$ cat config.mk
export PLATFORM = sky130hd
export DESIGN_NAME = dts_timer_split
export DESIGN_NICKNAME = d
export VERILOG_FILES = /design/src/include/dts_pkg.sv /design/src/rtl/dts_timer_split.sv
export SDC_FILE = /design/constraint.sdc
export NUM_CORES = 1
export LEC_CHECK = 0
export ABC_CLOCK_PERIOD_IN_PS = 2700
export BUFFER_PORTS_ARGS = -buffer_cell sky130_fd_sc_hd__buf_2
export CAP_MARGIN = 15
export CORE_AREA = 3 3 226 162
export DETAILED_ROUTE_END_ITERATION = 10
export DIE_AREA = 0 0 229 165
export GPL_TIMING_DRIVEN = 1
export PLACE_DENSITY = 0.51
export SETUP_SLACK_MARGIN = 0.2
export SYNTH_ARGS = -nofsm -noshare
export SYNTH_HDL_FRONTEND = slang
export SYNTH_SLANG_ARGS = --single-unit
$ cat constraint.sdc
create_clock -name ref_clk_in -period 2.7 [get_ports ref_clk_in]
set_input_delay 0.81 -clock ref_clk_in [delete_from_list [all_inputs] [get_ports ref_clk_in]]
set_output_delay 0.81 -clock ref_clk_in [all_outputs]
set_load 0.05 [all_outputs]
$ cat src/include/dts_pkg.sv
/*
 * Constants for the split-mode dual 8-bit timer: register indices, field
 * positions, reset values and command encodings.
 * Assumes a 32-bit Avalon-MM slave port, one register per aligned word,
 * so the byte address of a register is four times its index.
 */
package dts_pkg;

    // ********************************************************************
    // Register indices (byte address is four times the index).
    // ********************************************************************
    localparam logic [5:0] IDX_CLOCK_ENABLE = 6'h00;
    localparam logic [5:0] IDX_PIN_OVERRIDE = 6'h01;
    localparam logic [5:0] IDX_FORCED_OUT = 6'h02;
    localparam logic [5:0] IDX_MODE_SELECT = 6'h03;
    localparam logic [5:0] IDX_CMD_CLEAR = 6'h04;
    localparam logic [5:0] IDX_CMD_SET = 6'h05;
    localparam logic [5:0] IDX_IRQ_ENABLE = 6'h0a;
    localparam logic [5:0] IDX_IRQ_FLAGS = 6'h0b;
    localparam logic [5:0] IDX_COUNT_BASE = 6'h20;
    localparam logic [5:0] IDX_PERIOD_BASE = 6'h26;
    localparam logic [5:0] IDX_COMPARE_BASE = 6'h28;

    // ********************************************************************
    // Field positions and widths.
    // ********************************************************************
    localparam int ENABLE_BIT = 0;
    localparam int TICK_SEL_LSB = 1;
    localparam int DUAL_SEL_BIT = 0;
    localparam int CMD_LSB = 2;
    localparam int TARGET_LSB = 0;
    localparam int MATCH_FLAG_LSB = 4;
    localparam int UPPER_CH_LSB = 4;
    localparam int NUM_CH = 3;
    localparam int PRESCALE_W = 10;

    // ********************************************************************
    // Reset values and encodings.
    // ********************************************************************
    localparam logic [7:0] CTRL_RESET = 8'h00;
    localparam logic [7:0] PERIOD_RESET = 8'hff;
    localparam logic [7:0] COUNT_RESET = 8'h00;
    localparam logic [7:0] COMPARE_RESET = 8'h00;
    localparam logic [7:0] PIN_FIELD_MASK = 8'h77;
    localparam logic [7:0] IRQ_FIELD_MASK = 8'h73;
    localparam logic [1:0] TARGET_FIELD_MASK = 2'h3;
    localparam logic [1:0] CMD_NONE = 2'h0;
    localparam logic [1:0] CMD_RESTART = 2'h2;
    localparam logic [1:0] CMD_HARD_RESET = 2'h3;
    localparam logic [1:0] TARGET_BOTH = 2'h3;

endpackage : dts_pkg

$ cat src/rtl/dts_timer_split.sv
/*
 * Split-mode dual 8-bit down-counting timer with its control, command,
 * waveform-pin override and interrupt-enable logic, behind an Avalon-MM
 * slave with waitrequest.
 * Assumes all inputs synchronous to ref_clk_in (10 MHz) and a bus master
 * that holds each request until it sees waitrequest low.
 */

module dts_timer_split (
    input wire logic ref_clk_in, // 10 MHz peripheral clock.
    input wire logic rst_b_in, // Asynchronous reset, active low.
    input wire logic [7:0] avs_address_in, // Byte address.
    input wire logic avs_read_in, // Read request.
    input wire logic avs_write_in, // Write request.
    input wire logic [31:0] avs_writedata_in, // Write data.
    input wire logic [3:0] avs_byteenable_in, // Byte enables.
    output logic [31:0] avs_readdata_out, // Read data.
    output logic avs_waitrequest_out, // Stall while high.
    input wire logic [5:0] port_out_reg_in, // Port output register values.
    output logic [5:0] waveform_pin_out, // Level driven to the pads.
    output logic [5:0] logic_wave_out, // Waveforms to the logic block.
    output logic irq_out // Interrupt request, level.
);

    // ********************************************************************
    // Bus slave: one wait cycle, then the answer.
    // ********************************************************************
    logic ack_q;
    logic [7:0] rd_mux;
    wire logic req = avs_read_in | avs_write_in;
    wire logic [5:0] idx = avs_address_in[7:2];
    wire logic wr_acc = avs_write_in & ack_q & avs_byteenable_in[0];
    wire logic [7:0] wdata = avs_writedata_in[7:0];

    // Writes take effect only at the edge where waitrequest is low.
    assign avs_waitrequest_out = req & ~ack_q;

    // The ack pulse lasts one cycle so back-to-back requests each wait.
    always_ff @(posedge ref_clk_in or negedge rst_b_in) begin
        if (!rst_b_in) begin
            ack_q <= 1'b0;
        end else begin
            ack_q <= req & ~ack_q;
        end
    end

    // Read data is captured in the wait cycle and stands in the ack cycle.
    always_ff @(posedge ref_clk_in or negedge rst_b_in) begin
        if (!rst_b_in) begin
            avs_readdata_out <= 32'h0000_0000;
        end else if (avs_read_in & ~ack_q) begin
            avs_readdata_out <= {24'h00_0000, rd_mux};
        end
    end

    // ********************************************************************
    // Control registers.
    // ********************************************************************
    logic [7:0] clock_enable;
    logic [7:0] pin_override;
    logic [7:0] forced_out;
    logic [7:0] mode_select;
    logic [1:0] target_sel;
    logic [7:0] irq_enable;
    logic [7:0] irq_flags;

    function automatic logic hit(input logic [5:0] a, input logic [5:0] b);
        hit = (a == b);
    endfunction : hit

    wire logic wr_set = wr_acc & hit(idx, dts_pkg::IDX_CMD_SET);
    wire logic wr_clr = wr_acc & hit(idx, dts_pkg::IDX_CMD_CLEAR);
    wire logic enabled = clock_enable[dts_pkg::ENABLE_BIT];
    wire logic dual_mode = mode_select[dts_pkg::DUAL_SEL_BIT];
    wire logic [2:0] tick_sel = clock_enable[dts_pkg::TICK_SEL_LSB +: 3];
    wire logic [1:0] cmd_code = wdata[dts_pkg::CMD_LSB +: 2];
    wire logic [1:0] next_target = wr_set ? (target_sel | wdata[1:0])
                                          : (target_sel & ~wdata[1:0]);
    // Reserved codes of either field fall through as no action.
    wire logic cmd_both = wr_set & (next_target == dts_pkg::TARGET_BOTH);
    wire logic do_restart = cmd_both & (cmd_code == dts_pkg::CMD_RESTART);
    wire logic do_hard = cmd_both & (cmd_code == dts_pkg::CMD_HARD_RESET)
                         & ~enabled;

    // Plain read/write configuration registers.
    always_ff @(posedge ref_clk_in or negedge rst_b_in) begin
        if (!rst_b_in) begin
            clock_enable <= dts_pkg::CTRL_RESET;
            pin_override <= dts_pkg::CTRL_RESET;
            forced_out <= dts_pkg::CTRL_RESET;
            mode_select <= dts_pkg::CTRL_RESET;
            irq_enable <= dts_pkg::CTRL_RESET;
        end else if (wr_acc) begin
            if (hit(idx, dts_pkg::IDX_CLOCK_ENABLE)) clock_enable <= wdata & 8'h0f;
            if (hit(idx, dts_pkg::IDX_PIN_OVERRIDE)) begin
                pin_override <= wdata & dts_pkg::PIN_FIELD_MASK;
            end
            if (hit(idx, dts_pkg::IDX_FORCED_OUT)) forced_out <= wdata & dts_pkg::PIN_FIELD_MASK;
            if (hit(idx, dts_pkg::IDX_MODE_SELECT)) mode_select <= wdata & 8'h01;
            if (hit(idx, dts_pkg::IDX_IRQ_ENABLE)) irq_enable <= wdata & dts_pkg::IRQ_FIELD_MASK;
        end
    end

    // Target field through its set and clear views; the command is not kept.
    always_ff @(posedge ref_clk_in or negedge rst_b_in) begin
        if (!rst_b_in) begin
            target_sel <= 2'h0;
        end else if (wr_set | wr_clr) begin
            target_sel <= next_target;
        end
    end

    // ********************************************************************
    // Prescaler and tick.
    // ********************************************************************
    logic [dts_pkg::PRESCALE_W-1:0] prescale;
    logic [dts_pkg::PRESCALE_W-1:0] tick_mask;

    // Mask of low prescaler bits that must all be ones for a tick.
    always_comb begin
        unique case (tick_sel)
            3'h0: tick_mask = 10'h000;
            3'h1: tick_mask = 10'h001;
            3'h2: tick_mask = 10'h003;
            3'h3: tick_mask = 10'h007;
            3'h4: tick_mask = 10'h00f;
            3'h5: tick_mask = 10'h03f;
            3'h6: tick_mask = 10'h0ff;
            3'h7: tick_mask = 10'h3ff;
        endcase
    end

    wire logic running = enabled & dual_mode;
    wire logic tick = running & ((prescale & tick_mask) == tick_mask);

    // A restart also restarts the prescaler so the first period is whole.
    always_ff @(posedge ref_clk_in or negedge rst_b_in) begin
        if (!rst_b_in) begin
            prescale <= '0;
        end else if (!running | do_restart) begin
            prescale <= '0;
        end else begin
            prescale <= prescale + 10'h001;
        end
    end

    // ********************************************************************
    // Counters, periods, compares and waveforms, low timer 0, high 1.
    // ********************************************************************
    logic [7:0] count [2];
    logic [7:0] period [2];
    logic [7:0] compare [2][dts_pkg::NUM_CH];
    logic [5:0] wave;
    logic [7:0] flag_set;

    for (genvar t = 0; t < 2; t++) begin : g_tmr
        logic [7:0] next_count;
        wire logic wr_cnt = wr_acc & hit(idx, dts_pkg::IDX_COUNT_BASE + 6'(t));
        wire logic wr_per = wr_acc & hit(idx, dts_pkg::IDX_PERIOD_BASE + 6'(t));

        // Bus write is applied last so it wins over every other source.
        always_comb begin
            next_count = count[t];
            if (do_hard) begin
                next_count = dts_pkg::COUNT_RESET;
            end else if (do_restart) begin
                next_count = period[t];
            end else if (tick) begin
                next_count = (count[t] == 8'h00) ? period[t]
                                                 : count[t] - 8'h01;
            end
            if (wr_cnt) begin
                next_count = wdata;
            end
        end

        always_ff @(posedge ref_clk_in or negedge rst_b_in) begin
            if (!rst_b_in) begin
                count[t] <= dts_pkg::COUNT_RESET;
                period[t] <= dts_pkg::PERIOD_RESET;
            end else begin
                count[t] <= next_count;
                if (wr_per) period[t] <= wdata;
                else if (do_hard) period[t] <= dts_pkg::PERIOD_RESET;
            end
        end

        for (genvar n = 0; n < dts_pkg::NUM_CH; n++) begin : g_ch
            localparam int W = 3 * t + n;
            wire logic wr_cmp = wr_acc
                & hit(idx, dts_pkg::IDX_COMPARE_BASE + 6'(2 * n + t));

            always_ff @(posedge ref_clk_in or negedge rst_b_in) begin
                if (!rst_b_in) begin
                    compare[t][n] <= dts_pkg::COMPARE_RESET;
                end else if (wr_cmp) begin
                    compare[t][n] <= wdata;
                end else if (do_hard) begin
                    compare[t][n] <= dts_pkg::COMPARE_RESET;
                end
            end

            // Disabled timer shows the forced value; running, the compare result.
            always_ff @(posedge ref_clk_in or negedge rst_b_in) begin
                if (!rst_b_in) begin
                    wave[W] <= 1'b0;
                end else if (!enabled) begin
                    wave[W] <= forced_out[4 * t + n];
                end else if (dual_mode) begin
                    wave[W] <= count[t] < compare[t][n];
                end
            end

            // The pad only follows the waveform when the override is set.
            always_ff @(posedge ref_clk_in or negedge rst_b_in) begin
                if (!rst_b_in) begin
                    waveform_pin_out[W] <= 1'b0;
                    logic_wave_out[W] <= 1'b0;
                end else begin
                    waveform_pin_out[W] <= pin_override[4 * t + n] ? wave[W]
                                           : port_out_reg_in[W];
                    logic_wave_out[W] <= wave[W];
                end
            end
        end
    end

    // ********************************************************************
    // Interrupt flags and request.
    // ********************************************************************
    // Flags rise on a counting tick, so a stopped timer raises nothing.
    always_comb begin
        flag_set = 8'h00;
        flag_set[0] = tick & (count[0] == 8'h00);
        flag_set[1] = tick & (count[1] == 8'h00);
        for (int n = 0; n < dts_pkg::NUM_CH; n++) begin
            flag_set[dts_pkg::MATCH_FLAG_LSB + n] =
                tick & (count[0] == compare[0][n]);
        end
    end

    wire logic [7:0] flag_clr = (wr_acc & hit(idx, dts_pkg::IDX_IRQ_FLAGS)) ? wdata : 8'h00;

    // A set in the same cycle as its clear wins, so no event is lost.
    always_ff @(posedge ref_clk_in or negedge rst_b_in) begin
        if (!rst_b_in) begin
            irq_flags <= 8'h00;
        end else if (do_hard) begin
            irq_flags <= flag_set;
        end else begin
            irq_flags <= (irq_flags & ~flag_clr) | flag_set;
        end
    end

    assign irq_out = |(irq_flags & irq_enable);

    // ********************************************************************
    // Read multiplexer; unmapped addresses read zero.
    // ********************************************************************
    always_comb begin
        rd_mux = 8'h00;
        unique case (idx)
            dts_pkg::IDX_CLOCK_ENABLE: rd_mux = clock_enable;
            dts_pkg::IDX_PIN_OVERRIDE: rd_mux = pin_override;
            dts_pkg::IDX_FORCED_OUT: rd_mux = forced_out;
            dts_pkg::IDX_MODE_SELECT: rd_mux = mode_select;
            dts_pkg::IDX_CMD_CLEAR,
            dts_pkg::IDX_CMD_SET: rd_mux = {6'h00, target_sel};
            dts_pkg::IDX_IRQ_ENABLE: rd_mux = irq_enable;
            dts_pkg::IDX_IRQ_FLAGS: rd_mux = irq_flags;
            6'h20: rd_mux = count[0];
            6'h21: rd_mux = count[1];
            6'h26: rd_mux = period[0];
            6'h27: rd_mux = period[1];
            6'h28: rd_mux = compare[0][0];
            6'h29: rd_mux = compare[1][0];
            6'h2a: rd_mux = compare[0][1];
            6'h2b: rd_mux = compare[1][1];
            6'h2c: rd_mux = compare[0][2];
            6'h2d: rd_mux = compare[1][2];
            default: rd_mux = 8'h00;
        endcase
    end

    // Cycles since the last tick, saturating at 15, for the spacing check.
    logic [3:0] gap;
    always_ff @(posedge ref_clk_in or negedge rst_b_in) begin
        if (!rst_b_in) gap <= 4'h0;
        else if (tick) gap <= 4'h0;
        else if (gap != 4'hf) gap <= gap + 4'h1;
    end
endmodule : dts_timer_split

==> impl_metrics.tcl <==
set metrics [dict create \
    status "completed" \
    internal-power_mw 4.422 \
    die_width_um 229 \
    cts_tree "done" \
    coreArea_sq_um 34520 \
    initial_core_util 0.2495 \
    grt_pass1_wl_um 49050 \
    track_usage 0.1781 \
    yosysSeqAreaShare 0.4353 \
    area_growth_pct 24.35 \
    worst_slew_pin_slew_ns 0.6941 \
    crit_type "primary input to flip-flop" \
    fin_nets 1138 \
    placed_area_sq_um 10010 \
    rows 57 \
    drive_above_1_share 0.2421 \
    ys_async_sr_fraction 1.000 \
    seqPwrFrac 0.407 \
    dp_hpwl_um 24920 \
    max_slew_margin 0.5330 \
    synth_ff_type "dfrtp_1" \
    n_fill_cell 3668 \
    max_cap_viol_count 0 \
    critPathCaptureType "flip-flop" \
    clk_pin_slew_ns 0.06 \
    numPortBuffers 46 \
    synth_area_per_cell_sq_um 9.371 \
    critPathLaunchType "primary input" \
    numCtsBuffers 17 \
    grt_pass1_vias 7217 \
    cp_max_fo 20 \
    fmax_mhz 395.4 \
    drv_slew 0 \
    cp.required_ns 3.03 \
    htree_levels 4 \
    antenna_found_initial 1 \
    p_clk_frac 0.395 \
    totalWireLength_um 33620 \
    netlist_area_sq_um 8612 \
    postLayoutCellArea_sq_um 10710 \
    gp_congestion 0.9574 \
    clock_sinks 149 \
    hold_class "primary input to asynchronous set/reset pin" \
    via_per_inst 5.137 \
    p_comb_frac 0.198 \
    min_period_ns 2.529 \
    synth-seq-cells 149 \
    rsz0062_at_grt "true" \
    synth_cell_types 66 \
    post-route-drc-count 0 \
    ir_drop_uv 448.9 \
    synth_edf_count 0 \
    cts_max_path_buffers 2 \
    worstSkewPairLatency_ns 0.45 \
    p_sw_mw 2.005 \
    io_pins 100 \
    fin_crit_sh 0.9367 \
    ant_nets 0 \
    final_cell_mix "dfrtp_1 (133), nand2_1 (101), buf_4 (97)" \
    netlist_instances 919 \
    die-area_sq_um 37790 \
    num_vias 7818 \
    hold_viol 0 \
    leakagePower_nw 4.874 \
    place_ws_ns -0.2965 \
    skew_ns 0.008505 \
    wl_per_cell_um 22.09 \
    ctsHoldBuffers 0 \
    finalWorstSetupSlack_ns 0.1710 \
    grt_max_degree 50 \
    p_sw_frac 0.3120 \
    power_density_nw_per_um2 600.2 \
    firstDrtPassIters 5 \
    ys_warn_count 0 \
    cts_root_buf "clkbuf_16" \
    drtIter0Drc 1040 \
    grt_overflow 0 \
    arrival_ns 2.86 \
    finalSetupViolCount 0 \
    hold_slack_ns 0.3200 \
    die_y_um 165 \
    final_common_cell "dfrtp_1" \
]
[kinds of logic after synthesis]
kind of cell / count (synthesis) / synth area share
compound gates: 266 / 0.2115
xor+xnor: 18 / 0.01831
fa+ha+maj: 48 / 0.06974
buf+inv: 132 / 0.07192
flops: 149 / 0.4353
mux: 37 / 0.04809
other cells: 1 / 0.0004354
simple gates: 268 / 0.1447
[area by class of cell]
class                           instances  area, sq um  area share
Multi-Input combinational cell        661         4423      0.4130
Sequential cell                       149         3749      0.3500
Timing Repair Buffer                  150         1116      0.1042
Tap cell                              472        590.6     0.05515
Clock buffer                           19        432.9     0.04043
Inverter                               57        214.0     0.01998
Clock inverter                         13        181.4     0.01694
Antenna cell                            1        2.502   0.0002337
[path summary, 6_finish.rpt]
check	from	endpoint	slack (ns)	depth (start not counted)
setup / recovery	avs_address_in[5]	compare[35]	0.17	8
hold / removal	rst_b_in	prescale[4]	0.32	1
setup reg to reg	count[8]	count[15]	0.41	9
hold reg to reg	wave[2]	logic_wave_out[2]	0.43	0
max in group asynchronous	rst_b_in	period[1]	1.63	2
min in group ref_clk_in	wave[2]	logic_wave_out[2]	0.43	0
[stage by stage]
step | instances | utilization | setup TNS [ns] | power (mW)
after global placement | 1487 | 0.2899 | -15.69 | 3.870
after CTS | 1519 | 0.3079 | 0 | 6.432
after global routing | 1521 | 0.3102 | 0 | 6.722
after detailed placement | 1487 | 0.2899 | -15.66 | 3.881
final | 1522 | 0.3102 | 0 | 6.428
after floorplan | 942 | - | -0.9408 | 3.431
[flip-flops by register name (all words and copies together) (netlist names), 2 cells and up]
signal / flops
compare: 48
count: 16
period: 16
prescale: 10
avs_readdata_out: 8
irq_flags: 8
forced_out: 6
logic_wave_out: 6
pin_override: 6
wave: 6
waveform_pin_out: 6
irq_enable: 5
clock_enable: 4
target_sel: 2
[metal layers]
layer	routed length, um	global-route usage
met2	11850	0.2130
met3	4220	0.07517
met4	461	0.04160
met1	17070	0.2803
met5	14	0
[repair_timing]
action / CTS / global route
cloned: 0 / 1
endpoints found under the setup margin: 7 / 40
resized for setup: 1 / 16
pin swaps: 0 / 1
setup buffers: 0 / 1
[worst max-delay path, stage by stage]
cell	delay, ns
buf_2	0.10
or4b_4	0.56
or4_4	0.54
buf_4	0.23
nor2_4	0.15
buf_4	0.16
clkbuf_16	0.20
o31ai_1	0.09
[cells in the mapped netlist (3+ instances only)]
cell type | number | area (sq um)
dfrtp_1 | 133 | 3328
nand2_1 | 101 | 379.1
nor2_1 | 80 | 300.3
inv_1 | 57 | 214.0
o21ai_0 | 55 | 275.3
ha_1 | 48 | 600.6
o31ai_1 | 43 | 322.8
clkbuf_1 | 37 | 138.9
a21oi_1 | 36 | 180.2
a22oi_1 | 36 | 270.3
mux2_2 | 35 | 394.1
buf_4 | 24 | 180.2
dfstp_2 | 16 | 420.4
nor3_1 | 16 | 80.08
o21a_1 | 13 | 97.59
xnor2_1 | 12 | 105.1
nand4_1 | 11 | 68.82
nand3_1 | 10 | 50.05
a221oi_1 | 9 | 78.83
a22o_1 | 9 | 78.83
a31oi_1 | 9 | 56.30
buf_2 | 9 | 45.04
a32oi_1 | 8 | 70.07
nor2b_1 | 8 | 50.05
nand2b_1 | 6 | 37.54
nor4_1 | 6 | 37.54
o221ai_1 | 6 | 52.55
xor2_1 | 6 | 52.55
a21o_1 | 5 | 37.54
o31a_1 | 5 | 43.79
a211oi_1 | 4 | 30.03
a21boi_0 | 4 | 30.03
and2_1 | 4 | 25.02
and3_1 | 4 | 25.02
o211ai_1 | 4 | 30.03
a222oi_1 | 3 | 30.03
buf_6 | 3 | 33.78
o22ai_1 | 3 | 18.77
o32ai_1 | 3 | 26.28
or3_1 | 3 | 18.77
[power groups by stage]
| stage | clock, mW | combinational, mW | sequential (mW) |
|---|---|---|---|
| after detailed placement | 0 | 1.24 | 2.65 |
| after CTS | 2.58 | 1.24 | 2.61 |
| after floorplan | 0 | 0.793 | 2.64 |
| final | 2.54 | 1.27 | 2.62 |
| after global placement | 0 | 1.23 | 2.64 |
| after global routing | 2.69 | 1.40 | 2.63 |
No activity file was read; power rests on OpenSTA's default activity.
